===== src/logic/clkgen_cfg_pkg.sv =====
// constants for the clock generator serial configuration bank
package clkgen_cfg_pkg;
    // ------------------------------------------------------------
    // serial addressing
    // ------------------------------------------------------------
    localparam logic [7:0] ADDR_WRITE = 8'hd2; // address byte, write
    localparam logic [7:0] ADDR_READ = 8'hd3;  // address byte, read
    localparam int CMD_BYTE_OP_BIT = 7;        // command: byte access flag
    localparam logic [3:0] BITS_PER_BYTE = 4'h8;
    localparam logic [3:0] LAST_BIT = 4'h7;

    // ------------------------------------------------------------
    // register map
    // ------------------------------------------------------------
    localparam int NUM_REGS = 5;
    localparam logic [6:0] SPREAD_AND_FREQ_SELECT = 7'h00;
    localparam logic [6:0] PROC_AND_66M_OUTPUT_ENABLES = 7'h01;
    localparam logic [6:0] PCI_OUTPUT_ENABLES = 7'h02;
    localparam logic [6:0] FREERUN_PCI_REF_ENABLES = 7'h03;
    localparam logic [6:0] CURRENT_MULTIPLIER_CONTROL = 7'h04;

    // power-up values, reserved bits included
    localparam logic [7:0] RST_BYTE0 = 8'h00;
    localparam logic [7:0] RST_BYTE1 = 8'hff;
    localparam logic [7:0] RST_BYTE2 = 8'h7f;
    localparam logic [7:0] RST_BYTE3 = 8'heb;
    localparam logic [7:0] RST_BYTE4 = 8'h00;

    // writable bits per byte; the rest keep the power-up value
    localparam logic [7:0] WMASK_BYTE0 = 8'hff;
    localparam logic [7:0] WMASK_BYTE1 = 8'hff;
    localparam logic [7:0] WMASK_BYTE2 = 8'h7f;
    localparam logic [7:0] WMASK_BYTE3 = 8'heb;
    localparam logic [7:0] WMASK_BYTE4 = 8'he0;

    // ------------------------------------------------------------
    // field positions
    // ------------------------------------------------------------
    localparam int SPREAD_MSB = 7;
    localparam int SPREAD_LSB = 5;
    localparam int FREQ_MSB = 4;
    localparam int FREQ_LSB = 0;
    localparam int MULT_OVR_BIT = 7;
    localparam int SW_MULT_MSB = 6;
    localparam int SW_MULT_LSB = 5;

    // spread codes
    localparam logic [2:0] SPREAD_OFF = 3'h0;
    localparam logic [2:0] SPREAD_CTR_025 = 3'h4;
    localparam logic [2:0] SPREAD_DOWN_05 = 3'h5;
    localparam logic [2:0] SPREAD_CTR_05 = 3'h6;
    localparam logic [2:0] SPREAD_CTR_038 = 3'h7;

    // cycles after reset release before the straps are caught
    localparam logic [1:0] STRAP_SETTLE = 2'h3;
endpackage


===== src/logic/pin_sync.sv =====
// two-flop synchroniser for pins from outside the clock domain
`timescale 1ns/1ps
module pin_sync #(
    parameter int W = 1
) (
    input wire logic CLK,
    input wire logic RST,
    input wire logic [W-1:0] d,
    output logic [W-1:0] q
);
    logic [W-1:0] meta; // first stage, read only by q

    // ------------------------------------------------------------
    // two stages, nothing else looks at the first
    // ------------------------------------------------------------
    always_ff @(posedge CLK or posedge RST) begin
        if (RST) begin
            // ones: bus pins idle high, so no false edge at release
            meta <= '1;
            q <= '1;
        end else begin
            meta <= d;
            q <= meta;
        end
    end
endmodule


===== src/logic/smbus_cfg_regs.sv =====
// serial-bus slave with the clock generator configuration bytes 0..4
`timescale 1ns/1ps
// Notes on behaviour
// [RULE1] host starts, sends address and write bit
// [RULE2] command msb one selects byte access, acked
// [RULE3] byte write updates indexed register, acked
// [RULE4] byte read: repeated start, device sends byte
// [RULE5] byte 0 bits 7..5 select spread mode
// [RULE6] byte 0 bits 4..0 software frequency code
// [RULE7] byte 1 per-output enables, default all one
// [RULE8] bytes 2 and 3 enables, reserved bits fixed
// [RULE9] byte 4 bit 7 picks strap or software
// [RULE10] byte 4 bits 6..5 software current multiplier
// [RULE11] answer only address byte d2, read d3
// [RULE12] msb first; registers start at defaults
// [RULE13] reserved bits ignore writes, read default
module smbus_cfg_regs (
    input wire logic CLK,
    input wire logic RST,
    input wire logic SCL_IN,
    input wire logic SDA_IN,
    output logic SDA_OUT,
    output logic SDA_OE,
    input wire logic [1:0] CURRENT_MULT_STRAP_PINS,
    output logic [2:0] SPREAD_CODE,
    output logic [4:0] SW_FREQ_CODE,
    output logic [7:0] PROC_HUB_USB_EN,
    output logic [6:0] PERIPH_CLK_EN,
    output logic [7:0] FREERUN_REF_EN,
    output logic CURRENT_MULT_SW_OVERRIDE,
    output logic [1:0] CURRENT_MULT_SEL
);
    // ------------------------------------------------------------
    // types and storage
    // ------------------------------------------------------------
    typedef enum logic [3:0] {
        IDLE, ADDR, ADDR_ACK, CMD, CMD_ACK,
        WDATA, WDATA_ACK, RDATA, RDATA_ACK, IGNORE
    } state_t;

    state_t st;                           // transfer state
    logic [3:0] bit_cnt;                  // bits of current byte
    logic [7:0] shreg;                    // shift register, msb first
    logic [6:0] index;                    // register index from command
    logic rd_dir;                         // address carried the read bit
    logic [7:0] rd_byte;                  // indexed byte for a read
    logic [7:0] cfg [clkgen_cfg_pkg::NUM_REGS]; // configuration bytes
    logic scl_s, sda_s;                   // synchronised pins
    logic [1:0] strap_s;                  // synchronised straps
    logic scl_d, sda_d;                   // one cycle older copies
    logic scl_rise, scl_fall, start_c, stop_c;
    logic wr_en;                          // write strobe for cfg
    logic [1:0] strap_latched;            // straps caught after reset
    logic [1:0] settle_cnt;               // wait for synchroniser fill
    logic strap_done;

    // ------------------------------------------------------------
    // helpers
    // ------------------------------------------------------------
    // power-up value of a byte, 0 for unmapped indices
    function automatic logic [7:0] reset_val(input logic [6:0] i);
        unique case (i)
            clkgen_cfg_pkg::SPREAD_AND_FREQ_SELECT:
                return clkgen_cfg_pkg::RST_BYTE0;
            clkgen_cfg_pkg::PROC_AND_66M_OUTPUT_ENABLES:
                return clkgen_cfg_pkg::RST_BYTE1;
            clkgen_cfg_pkg::PCI_OUTPUT_ENABLES:
                return clkgen_cfg_pkg::RST_BYTE2;
            clkgen_cfg_pkg::FREERUN_PCI_REF_ENABLES:
                return clkgen_cfg_pkg::RST_BYTE3;
            clkgen_cfg_pkg::CURRENT_MULTIPLIER_CONTROL:
                return clkgen_cfg_pkg::RST_BYTE4;
            default: return 8'h00;
        endcase
    endfunction

    // writable bits of a byte, none for unmapped indices
    function automatic logic [7:0] wmask(input logic [6:0] i);
        unique case (i)
            clkgen_cfg_pkg::SPREAD_AND_FREQ_SELECT:
                return clkgen_cfg_pkg::WMASK_BYTE0;
            clkgen_cfg_pkg::PROC_AND_66M_OUTPUT_ENABLES:
                return clkgen_cfg_pkg::WMASK_BYTE1;
            clkgen_cfg_pkg::PCI_OUTPUT_ENABLES:
                return clkgen_cfg_pkg::WMASK_BYTE2;
            clkgen_cfg_pkg::FREERUN_PCI_REF_ENABLES:
                return clkgen_cfg_pkg::WMASK_BYTE3;
            clkgen_cfg_pkg::CURRENT_MULTIPLIER_CONTROL:
                return clkgen_cfg_pkg::WMASK_BYTE4;
            default: return 8'h00;
        endcase
    endfunction

    // indexed byte for a read; unmapped indices read zero
    assign rd_byte = (index < 7'(clkgen_cfg_pkg::NUM_REGS))
        ? cfg[index[2:0]] : 8'h00;

    // ------------------------------------------------------------
    // pin synchronisation and edge detection
    // ------------------------------------------------------------
    pin_sync #(.W(4)) pin_sync_inst (
        .CLK(CLK),
        .RST(RST),
        .d({SCL_IN, SDA_IN, CURRENT_MULT_STRAP_PINS}),
        .q({scl_s, sda_s, strap_s})
    );

    // delayed copies; idle bus is high
    always_ff @(posedge CLK or posedge RST) begin
        if (RST) begin
            scl_d <= 1'b1;
            sda_d <= 1'b1;
        end else begin
            scl_d <= scl_s;
            sda_d <= sda_s;
        end
    end

    assign scl_rise = scl_s & ~scl_d;
    assign scl_fall = ~scl_s & scl_d;
    assign start_c = scl_s & scl_d & sda_d & ~sda_s; // RULE1
    assign stop_c = scl_s & scl_d & ~sda_d & sda_s;

    // open drain: only ever pulls low
    assign SDA_OUT = 1'b0;

    // ------------------------------------------------------------
    // transfer state machine
    // ------------------------------------------------------------
    always_ff @(posedge CLK or posedge RST) begin
        if (RST) begin
            st <= IDLE;
            bit_cnt <= 4'h0;
            shreg <= 8'h00;
            index <= 7'h00;
            rd_dir <= 1'b0;
            SDA_OE <= 1'b0;
        end else if (start_c) begin
            // start or repeated start, always re-arms
            st <= ADDR; // RULE4
            bit_cnt <= 4'h0;
            SDA_OE <= 1'b0;
        end else if (stop_c) begin
            st <= IDLE;
            SDA_OE <= 1'b0;
        end else if (scl_rise) begin
            // sample incoming bits, msb first
            if ((st == ADDR || st == CMD || st == WDATA)
                    && bit_cnt != clkgen_cfg_pkg::BITS_PER_BYTE) begin
                shreg <= {shreg[6:0], sda_s}; // RULE12
                bit_cnt <= bit_cnt + 4'h1;
            end else if (st == RDATA_ACK) begin
                // master answers; only single byte is served
                st <= IGNORE; // RULE4
            end
        end else if (scl_fall) begin
            unique case (st)
                ADDR: begin
                    if (bit_cnt == clkgen_cfg_pkg::BITS_PER_BYTE) begin
                        if (shreg == clkgen_cfg_pkg::ADDR_WRITE) begin
                            rd_dir <= 1'b0; // RULE11
                            st <= ADDR_ACK;
                            SDA_OE <= 1'b1; // RULE1
                        end else if (shreg == clkgen_cfg_pkg::ADDR_READ) begin
                            rd_dir <= 1'b1; // RULE11
                            st <= ADDR_ACK;
                            SDA_OE <= 1'b1; // RULE4
                        end else begin
                            st <= IGNORE; // RULE11
                        end
                    end
                end
                ADDR_ACK: begin
                    bit_cnt <= 4'h0;
                    if (rd_dir) begin
                        // first data bit goes out right away
                        st <= RDATA;
                        shreg <= rd_byte;
                        SDA_OE <= ~rd_byte[7]; // RULE4
                    end else begin
                        st <= CMD;
                        SDA_OE <= 1'b0;
                    end
                end
                CMD: begin
                    if (bit_cnt == clkgen_cfg_pkg::BITS_PER_BYTE) begin
                        // block access is not served: no ack
                        if (shreg[clkgen_cfg_pkg::CMD_BYTE_OP_BIT]) begin
                            index <= shreg[6:0]; // RULE2
                            st <= CMD_ACK;
                            SDA_OE <= 1'b1; // RULE2
                        end else begin
                            st <= IGNORE;
                        end
                    end
                end
                CMD_ACK: begin
                    st <= WDATA;
                    bit_cnt <= 4'h0;
                    SDA_OE <= 1'b0;
                end
                WDATA: begin
                    if (bit_cnt == clkgen_cfg_pkg::BITS_PER_BYTE) begin
                        st <= WDATA_ACK;
                        SDA_OE <= 1'b1; // RULE3
                    end
                end
                WDATA_ACK: begin
                    // further bytes are not acked; host sends stop
                    st <= IGNORE; // RULE3
                    SDA_OE <= 1'b0;
                end
                RDATA: begin
                    if (bit_cnt == clkgen_cfg_pkg::LAST_BIT) begin
                        st <= RDATA_ACK;
                        SDA_OE <= 1'b0;
                    end else begin
                        shreg <= {shreg[6:0], 1'b0};
                        SDA_OE <= ~shreg[6]; // RULE12
                        bit_cnt <= bit_cnt + 4'h1;
                    end
                end
                IDLE, RDATA_ACK, IGNORE: begin
                    SDA_OE <= 1'b0;
                end
            endcase
        end
    end

    // write strobe on the falling edge after the eighth data bit
    assign wr_en = scl_fall & ~start_c & ~stop_c & (st == WDATA)
        & (bit_cnt == clkgen_cfg_pkg::BITS_PER_BYTE);

    // ------------------------------------------------------------
    // configuration bytes
    // ------------------------------------------------------------
    for (genvar g = 0; g < clkgen_cfg_pkg::NUM_REGS; g++) begin : g_cfg
        // each byte keeps reserved bits at their default
        always_ff @(posedge CLK or posedge RST) begin
            if (RST) begin
                cfg[g] <= reset_val(7'(g)); // RULE12
            end else if (wr_en && index == 7'(g)) begin
                cfg[g] <= (shreg & wmask(7'(g)))
                    | (reset_val(7'(g)) & ~wmask(7'(g))); // RULE3 RULE13
            end
        end
    end

    // ------------------------------------------------------------
    // strap capture after reset release
    // ------------------------------------------------------------
    // wait until synchroniser holds real pin values, then latch once
    always_ff @(posedge CLK or posedge RST) begin
        if (RST) begin
            settle_cnt <= 2'h0;
            strap_done <= 1'b0;
            strap_latched <= 2'h0;
        end else if (!strap_done) begin
            if (settle_cnt == clkgen_cfg_pkg::STRAP_SETTLE) begin
                strap_latched <= strap_s;
                strap_done <= 1'b1;
            end else begin
                settle_cnt <= settle_cnt + 2'h1;
            end
        end
    end

    // ------------------------------------------------------------
    // registered field outputs
    // ------------------------------------------------------------
    always_ff @(posedge CLK or posedge RST) begin
        if (RST) begin
            SPREAD_CODE <= clkgen_cfg_pkg::SPREAD_OFF;
            SW_FREQ_CODE <= 5'h00;
            PROC_HUB_USB_EN <= clkgen_cfg_pkg::RST_BYTE1;
            PERIPH_CLK_EN <= clkgen_cfg_pkg::RST_BYTE2[6:0];
            FREERUN_REF_EN <= clkgen_cfg_pkg::RST_BYTE3;
            CURRENT_MULT_SW_OVERRIDE <= 1'b0;
            CURRENT_MULT_SEL <= 2'h0;
        end else begin
            SPREAD_CODE <= cfg[0][clkgen_cfg_pkg::SPREAD_MSB:
                clkgen_cfg_pkg::SPREAD_LSB]; // RULE5
            SW_FREQ_CODE <= cfg[0][clkgen_cfg_pkg::FREQ_MSB:
                clkgen_cfg_pkg::FREQ_LSB]; // RULE6
            PROC_HUB_USB_EN <= cfg[1]; // RULE7
            PERIPH_CLK_EN <= cfg[2][6:0]; // RULE8
            FREERUN_REF_EN <= cfg[3]; // RULE8
            CURRENT_MULT_SW_OVERRIDE <=
                cfg[4][clkgen_cfg_pkg::MULT_OVR_BIT];
            // software field wins only with the override set
            if (cfg[4][clkgen_cfg_pkg::MULT_OVR_BIT]) begin
                CURRENT_MULT_SEL <= cfg[4][clkgen_cfg_pkg::SW_MULT_MSB:
                    clkgen_cfg_pkg::SW_MULT_LSB]; // RULE9 RULE10
            end else begin
                CURRENT_MULT_SEL <= strap_latched; // RULE9
            end
        end
    end
endmodule


===== config.mk =====
export PLATFORM = sky130hd
export DESIGN_NAME = smbus_cfg_regs
export DESIGN_NICKNAME = d
export VERILOG_FILES = /design/src/logic/clkgen_cfg_pkg.sv /design/src/logic/pin_sync.sv /design/src/logic/smbus_cfg_regs.sv
export SDC_FILE = /design/constraint.sdc
export NUM_CORES = 1
export LEC_CHECK = 0
export ABC_AREA = 0
export BUFFER_PORTS_ARGS = -buffer_cell sky130_fd_sc_hd__buf_2
export CAP_MARGIN = 5
export CORE_MARGIN = 2
export CORE_UTILIZATION = 59
export DETAILED_ROUTE_END_ITERATION = 10
export HOLD_SLACK_MARGIN = 0.1
export PLACE_DENSITY_LB_ADDON = 0.25
export SLEW_MARGIN = 40
export SYNTH_ARGS = -nofsm -noshare
export SYNTH_HDL_FRONTEND = slang
export SYNTH_SLANG_ARGS = --single-unit

===== constraint.sdc =====
create_clock -name CLK -period 4 [get_ports CLK]
set_input_delay 0.4 -clock CLK [delete_from_list [all_inputs] [get_ports CLK]]
set_output_delay 0.4 -clock CLK [all_outputs]
set_load 0.02 [all_outputs]

# Word-level counts from Yosys, hierarchy flattened
# Cells that the tools add are included.
# word_totals
ff_bits	104
# classes
n_addsub	2
magnitude_cmp	2
eq_ne	37
muxes	49
bitwise_logic	23
n_reduce_logical	28
# ops
op	count
4-bit two-way mux	19
8-bit two-way mux	8
4-bit one-hot mux with 7 select lines	1
7-bit AND reduction	4
8-bit binary-select mux with 3-bit select	1
4-bit by 3-bit equality test with 1-bit output, second input constant	5
8-bit equality test, second input constant	2
4-bit inequality test, second input constant	4
8-bit one-hot mux with 2 select lines	1
1-bit two-way mux	15
5-bit by 4-bit inequality test with 1-bit output, second input constant	3
7-bit by 2-bit equality test with 1-bit output, second input constant	2
4-bit equality test, second input constant	3
4-bit by 3-bit inequality test with 1-bit output, second input constant	3
1-bit AND	11
1-bit NOT	11
10-bit nonzero test	1
3-bit nonzero test	3
4-bit by 2-bit equality test with 1-bit output, second input constant	2
4-bit one-hot mux with 2 select lines	1
8-bit AND reduction	1
4-bit nonzero test	2
7-bit by 1-bit equality test with 1-bit output, second input constant	1
7-bit by 3-bit equality test with 1-bit output, second input constant	1
26 further kinds	36

# Longest topological paths before layout
# Gate-level depths: netlist (run 1).
# depth
depth_word	12
ltp_mapped	9
ltp_nobuf	7

# Hierarchy
# From an unflattened synthesis (run 1), not the netlist that was laid out.
# hier_totals
hier_cells	343
hier_area_um2	4515.6
# modules_own_cells
mod	n_inst	cells_per_inst	area_each_um2
smbus_cfg_regs	1	334	4301.6
pin_sync	1	9	214.0

# Worst setup path after synthesis (run 1)
# Ideal clock, no wire load.
# synth_timing
path_kind	register -> register
from	reg scl_d
to	reg st[0]
t_arrival_ns	2.401
required_time_ns	3.874
setup_slack_ns	1.474
path_stages_with_launch	9
path_buffers	1
path_cell_list	dfstp_2 -> inv_1 -> ha_1 -> clkbuf_1 -> inv_1 -> a31oi_1 -> or4_4 -> or4_4 -> o311a_1
# synth_between
elab_chain_len	5
# synth_lines
item	line	text
start: declaration	smbus_cfg_regs.sv:50	logic scl_d, sda_d;
start signal: assignment	smbus_cfg_regs.sv:114	scl_d <= scl_s;
1-bit AND / 1-bit NOT (equally long branches)	smbus_cfg_regs.sv:121, smbus_cfg_regs.sv:122, smbus_cfg_regs.sv:119	
1-bit AND (on tied branches)	smbus_cfg_regs.sv:121, smbus_cfg_regs.sv:119, smbus_cfg_regs.sv:122	
1-bit AND, or another cell as far along	smbus_cfg_regs.sv:121	assign start_c = scl_s & scl_d & sda_d & ~sda_s;
5-bit by 4-bit inequality test with 1-bit output (no line), or another cell as far along	--	
8-bit AND reduction (no line) / 4-bit two-way mux (equally long branches)	--	
end signal: assignment	smbus_cfg_regs.sv:132	st <= IDLE;
end signal: assignment	smbus_cfg_regs.sv:140	st <= ADDR;
end signal: assignment	smbus_cfg_regs.sv:144	st <= IDLE;
end: declaration	smbus_cfg_regs.sv:41	state_t st;
# Parallel ways exist; a longest one is shown, timed or not.
# A chain may end at the register's enable or synchronous reset.

# Worst setup path after layout (run 1)
# layout_timing
from	reg pin_sync_inst.q[3]
to	reg shreg[1]
# layout_between
elab_chain_len	5
# layout_lines
item	line	text
start: declaration	pin_sync.sv:9	output logic [W-1:0] q
start signal: assignment	pin_sync.sv:23	q <= meta;
1-bit AND	smbus_cfg_regs.sv:121, smbus_cfg_regs.sv:122	
1-bit AND (on tied branches) (2 in a row)	smbus_cfg_regs.sv:121, smbus_cfg_regs.sv:122	
1-bit NOT (no line)	--	
7-bit AND reduction (no line)	--	
end signal: assignment	smbus_cfg_regs.sv:150	shreg <= {shreg[6:0], sda_s};
end signal: assignment	smbus_cfg_regs.sv:178	shreg <= rd_byte;
end signal: assignment	smbus_cfg_regs.sv:218	shreg <= {shreg[6:0], 1'b0};
end: declaration	smbus_cfg_regs.sv:43	logic [7:0] shreg;
# Parallel ways exist; a longest one is shown, timed or not.

==> flow_metrics.py, run 1 <==
metrics = {
    "die": {
        "io_pins": 42,
        "core_um2": 7330,
        "fp.dieW_um": 91.6,
        "rows": 31,
        "die_area_um2": 8400,
        "die_y_um": 91.6,
        "initial_core_util_pct": 61.8,
    },
    "clock_tree": {
        "hold_buffers": 0,
        "cts.sinks": 104,
        "path_clk_slew_ns": 0.10,
        "cts_max_level": 3,
        "cts_setup_buffers": 0,
        "cts_buffers": 9,
        "clockBufferDepth": 2,
        "cts_tree": "done",
        "cts-resized-gates": 0,
        "insertion_delay_ns": 0.37,
        "cts_root_buffer": "clkbuf_8",
    },
    "yosys": {
        "synth.yosys.seq_area_share_pct": 58.9,
        "synth_edf_count": 0,
        "postSynthCellCount": 333,
        "synth_top_area_cell": "dfstp_2",
        "synth_seq_cells": 104,
        "synth_commonest_cells": "53 x mux2_2, 52 x dfrtp_1, 52 x dfstp_2",
        "synth_cell_types": 58,
        "avgSynthCellArea_um2": 13.6,
        "synth.most_common_cell": "mux2_2",
        "yosys-top-cells-area": "dfstp_2 30%, dfrtp_1 29%, mux2_2 13%, mux4_2 2.5%, ha_1 1.7%",
        "synth_warnings": 0,
        "synth_top_area_share_pct": 30.2,
        "postSynth.topFlopCell": "dfstp_2",
        "async_flop_share_pct": 100,
        "synth_area_um2": 4530,
    },
    "worst_setup_path": {
        "critPathKind": "register to register",
        "cp_max_fo": 10,
        "cp-start-kind": "register",
        "arrival_ns": 2.90,
        "crit_end": "shreg[1]",
        "r2r_start": "pin_sync_inst.q[3]",
        "r2r_cells": 6,
        "worstReg2RegEnd": "shreg[1]",
        "critPathCaptureType": "register",
        "rrSetupSlack_ns": 1.37,
        "cp-startpoint": "pin_sync_inst.q[3]",
        "crit_required_ns": 4.26,
    },
    "cells_and_area": {
        "syn2layout_area_growth_pct": 10.6,
        "fin_cells": 474,
        "drive_gt1_share_pct": 48.5,
        "antenna_cells": 0,
        "fin_area_um2": 5010,
        "fillers": 526,
        "nets": 382,
    },
    "timing": {
        "clock_skew_ns": 0.0114,
        "rsz0062_at_grt": "false",
        "worstMarginPinSlew_ns": 0.770,
        "min_period_ns": 2.63,
        "max_freq_mhz": 380,
        "slew_viol_final": 0,
        "finalSetupTns_ns": 0,
        "layout_worst_path_cycle_share_pct": 65.8,
        "relSlewSlack_pct": 48.3,
        "setup_violations": 0,
        "finalHoldViolCount": 0,
    },
    "global_route": {
        "grt_pass1_wl_mm": 15.0,
        "grtUsageTotal_pct": 22.9,
        "antenna_found_initial": 0,
        "grt_pass1_vias": 2858,
        "grt_max_degree": 60,
        "overflow": 0,
    },
    "placed_design": {
        "portBuffers": 38,
        "placed_cell_area_um2": 4770,
        "dp_cells": 455,
        "gp_congestion": 0.898,
        "hpwl_mm": 6.05,
    },
    "route": {
        "vias": 2826,
        "drt_iter0_drc": 176,
        "dr.pass1.iters": 4,
        "wl_mm": 8.88,
        "ant_nets": 0,
        "drc_errors": 0,
        "viasPerCell": 5.96,
        "avgRoutedWirePerCell_um": 18.7,
    },
    "power_and_ir_drop": {
        "power_density_nw_per_um2": 418,
        "p_leak_nw": 2.21,
        "ir_worst_vdd_v": 0.000281,
    },
    "flow_run": {
        "drv_cap": 0,
    },
    "run_status": {
        "status": "completed",
    },
    "worst_hold_path": {
        "hold_class": "input pin to register",
    },
}
==> final cells by class <==
cell class / instances / area, µm² / area share [%]
timing repair buffer: 43 / 235 / 4.69
clock inverter: 6 / 86.3 / 1.72
multi-input combinational: 202 / 1730 / 34.5
tap: 99 / 124 / 2.47
sequential: 104 / 2670 / 53.2
clock buffer: 10 / 128 / 2.55
inverter: 10 / 40.0 / 0.799
==> worst max-delay path, cell delays in order, from the launching register on <==
cell and delay, ns:
dfstp_2 0.58, ha_1 0.38, inv_1 0.17, a31oi_1 0.31
nand2_1 0.20, a211oi_4 0.49, mux2_2 0.40
==> through the flow <==
| stage | hold WS [ns] | util, % | power (mW) | setup slack [ns] |
|---|---|---|---|---|
| floorplan | 0.345 | - | 1.35 | 0.954 |
| global placement | 0.346 | 65.0 | 1.41 | 1.40 |
| detailed placement | 0.348 | 65.0 | 1.42 | 1.37 |
| CTS | 0.100 | 67.9 | 2.11 | 1.37 |
| global route | 0.111 | 68.4 | 2.19 | 1.16 |
| finish | 0.125 | 68.4 | 2.10 | 1.37 |
==> state kept, by name (all words and copies together), names as in the netlist <==
register	count
scl_d	1
index	7
settle_cnt	2
SDA_OE	1
cfg	32
strap_latched	2
PROC_HUB_USB_EN	8
FREERUN_REF_EN	6
st	4
strap_done	1
SPREAD_CODE	3
pin_sync_inst.q	4
pin_sync_inst.meta	4
CURRENT_MULT_SEL	2
rd_dir	1
PERIPH_CLK_EN	7
CURRENT_MULT_SW_OVERRIDE	1
bit_cnt	4
sda_d	1
SW_FREQ_CODE	5
shreg	8
==> worst min path at each step <==
stage | start | endpoint | slack [ns] | depth (start not counted)
2_1_floorplan | pin_sync_inst.meta[0] | pin_sync_inst.q[0] | 0.35 | 0
3_3_place_gp | pin_sync_inst.meta[0] | pin_sync_inst.q[0] | 0.35 | 0
3_5_place_dp | pin_sync_inst.meta[3] | pin_sync_inst.q[3] | 0.35 | 0
4_1_cts | CURRENT_MULT_STRAP_PINS[0] | pin_sync_inst.meta[0] | 0.10 | 1
5_1_grt | SCL_IN | pin_sync_inst.meta[3] | 0.11 | 1
6_report | SCL_IN | pin_sync_inst.meta[3] | 0.13 | 1
==> power by group <==
| part | internal [mW] | leakage (nW) | switching [mW] |
|---|---|---|---|
| sequential | 1.10 | 1.22 | 0.0749 |
| clock | 0.307 | 0.108 | 0.383 |
| combinational | 0.0948 | 0.875 | 0.136 |
| total | 1.50 | 2.21 | 0.594 |
==> kinds of logic (layout without fill, tap and decap cells) <==
group	count (synthesis)	after routing	share of synthesized area, %
buf+inv	29	69	3.09
simple gates	82	82	11.9
mux	62	62	16.6
flops	104	104	58.9
xor+xnor	3	3	0.580
compound gates	46	46	7.24
other cells	1	3	0.0828
fa+ha+maj	6	6	1.66
==> placed cells by master, fill, tap and decap left out, types with 3 or more instances in the layout <==
cell type and count:
a21oi_1 11, a22o_1 7, a311oi_1 3, a31oi_1 4, buf_2 38, clkbuf_8 9, conb_1 3, dfrtp_1 51
dfstp_2 52, dlygate4sd3_1 3, ha_1 6, inv_1 9, mux2_2 53, mux2i_1 3, mux4_2 5, nand2_1 18
nand2b_1 3, nand3_1 6, nand3b_1 3, nand4_1 4, nand4b_1 4, nor2_1 10, nor2b_1 5, nor3_1 3
nor4_1 4, o21ai_0 8, or4_4 3
==> per-layer routing <==
metal  global-route usage [%]  routed length (µm)
met1                     33.4                4130
met2                     35.4                4260
met3                     5.51                 425
met4                     5.30                  70
met5                        0                   0
No activity file was read; power rests on OpenSTA's default activity.
==> inputs of run 2 (changes only) <==
Settings changed: CORE_UTILIZATION 59 to 53.
Clock period 4 ns to 2.2 ns, I/O delays scaled along.
==> run 2 against run 1 <==
- the flow now finishes with violations (setup timing)
- core utilization is 0.43 points higher
- non-clock buffer count is 66 higher
- worst hold slack better by 0.24 ns
- via count is 7.1% higher
- clock skew is 0.0077 ns higher
- power is 85% higher
- critical path type unchanged
==> flow_metrics.py, run 2 (synthesized netlist as in run 1, its figures left out) <==
metrics = {
    "die": {
        "die_area_um2": 9300,
        "rows": 33,
        "core_um2": 8260,
        "initial_core_util_pct": 54.9,
        "io_pins": 42,
        "fp.dieW_um": 96.5,
        "die_y_um": 96.5,
    },
    "placed_design": {
        "hpwl_mm": 6.95,
        "portBuffers": 38,
        "dp_cells": 521,
        "gp_congestion": 0.910,
        "pre_cts_slack_ns": -0.142,
    },
    "clock_tree": {
        "cts_max_level": 3,
        "cts_tree": "done",
        "path_clk_slew_ns": 0.11,
        "insertion_delay_ns": 0.37,
        "cts_root_buffer": "clkbuf_8",
        "cts.sinks": 104,
        "clockBufferDepth": 2,
        "cts_buffers": 9,
    },
    "run_status": {
        "status": "finished, violations left",
        "violations": "setup timing",
    },
    "worst_setup_path": {
        "cp_max_fo": 3,
        "critPathCaptureType": "register",
        "critPathKind": "register to register",
        "cp-start-kind": "register",
        "crit_required_ns": 2.45,
        "r2r_cells": 5,
        "arrival_ns": 2.56,
    },
    "power_and_ir_drop": {
        "ir_worst_vdd_v": 0.000515,
        "switching_share_pct": 28.8,
        "combPwrFrac_pct": 18.4,
        "p_sw_mw": 1.12,
        "p_int_mw": 2.76,
        "pwr-share-clk_pct": 28.6,
        "power_density_nw_per_um2": 683,
        "power_frac_seq_pct": 53.0,
        "p_leak_nw": 2.61,
    },
    "global_route": {
        "antenna_found_initial": 0,
        "overflow": 0,
        "grt_pass1_wl_mm": 15.6,
        "grt_pass1_vias": 3054,
        "grt_max_degree": 57,
        "grtUsageTotal_pct": 22.4,
    },
    "timing": {
        "layout_worst_path_cycle_share_pct": 105,
        "min_period_ns": 2.31,
        "relSlewSlack_pct": 65.0,
        "finalSetupTns_ns": -0.269,
        "max_freq_mhz": 433,
        "slew_viol_final": 0,
        "whs_ns": 0.364,
        "worstMarginPinSlew_ns": 0.524,
        "clock_skew_ns": 0.0192,
        "fin_ws_ns": -0.110,
        "setup_violations": 8,
        "rsz0062_at_grt": "true",
        "finalHoldViolCount": 0,
    },
    "cells_and_area": {
        "nets": 448,
        "drive_gt1_share_pct": 57.8,
        "reg.largest.list": "cfg (32), PROC_HUB_USB_EN (8), shreg (8)",
        "top_register": "cfg",
        "antenna_cells": 0,
        "final_common_cell": "buf_4",
        "final_util_pct": 68.8,
        "register_area_um2": 2670,
        "largest_register_ffs": 32,
        "fillers": 597,
        "final_cell_mix": "58 x buf_4, 52 x dfrtp_1, 52 x dfstp_2",
        "fin_cells": 546,
        "multi_input_area_um2": 1870,
        "syn2layout_area_growth_pct": 25.4,
    },
    "route": {
        "ant_nets": 0,
        "wl_mm": 9.88,
        "dr.pass1.iters": 4,
        "drt_iter0_drc": 182,
        "viasPerCell": 5.54,
        "avgRoutedWirePerCell_um": 18.1,
        "drc_errors": 0,
        "vias": 3026,
    },
    "flow_run": {
        "drv_cap": 0,
    },
    "worst_hold_path": {
        "hold_depth": 0,
        "hold_class": "register to register",
    },
}
## run 2: cell count changes in the layout (fill, tap and decap cells not counted), sizes merged
cell / previous run / this run
buf: 40 / 104
inv: 13 / 12
clkinv: 2 / 3
bufinv: 1 / 0
clkinvlp: 0 / 1
dlygate4sd3: 3 / 5
## run 2: layer usage
| layer | up-vias | track usage (%) | part of all wire (%) |
|---|---|---|---|
| li1 | 1414 | - | - |
| met1 | 1526 | 32.7 | 46 |
| met2 | 78 | 35.3 | 49 |
| met3 | 8 | 3.80 | 4.5 |
| met4 | 0 | 5.16 | 0.75 |
| met5 | - | 0 | 0 |
## run 2: layout make-up
type | instances | share of cell area, %
multi-input cells | 202 | 32.9
flip-flops and latches | 104 | 47.0
inverters | 10 | 0.815
clock inverters | 6 | 0.881
clock buffers | 10 | 2.25
repair buffers | 109 | 13.9
well taps | 105 | 2.31
## run 2: power by group through the flow
stage	registers (mW)	logic, mW	clock network (mW)
finish	2.06	0.712	1.11
floorplan	2.10	0.388	0
detailed placement	2.09	0.689	0
CTS	2.06	0.705	1.13
global placement	2.09	0.678	0
global route	2.07	0.777	1.21
## run 2: timing repair
action / 4_1_cts / 5_1_grt
hold buffers: 5 / 0
pin swaps: 7 / 2
endpoints found under the hold margin: 17 / 0
resized for setup: 6 / 23
cloned: 0 / 0
setup buffers: 1 / 3
setup endpoints to repair: 36 / 31
## run 2: per-stage QoR
stage,cell area [µm²],total power [mW]
3_3_place_gp,5310,2.76
6_report,5680,3.88
4_1_cts,5570,3.89
2_1_floorplan,4590,2.49
5_1_grt,5680,4.06
3_5_place_dp,5310,2.78
## run 2: path summary, 6_finish.rpt
kind | start | endpoint | slack, ns
setup reg to reg | pin_sync_inst.q[3] | st[0] | -0.11
hold / removal | cfg[28] | PROC_HUB_USB_EN[4] | 0.36
hold reg to reg | cfg[28] | PROC_HUB_USB_EN[4] | 0.36
setup / recovery | pin_sync_inst.q[3] | st[0] | -0.11
max in group asynchronous | RST | PERIPH_CLK_EN[1] | 1.03
min in group asynchronous | RST | strap_done | 0.43
## run 2: critical path, cell delays in order, from the launching register on
cell,delay (ns)
dfstp_2,0.54
inv_1,0.04
ha_1,0.27
or4_4,0.54
or4_4,0.51
o311a_1,0.30
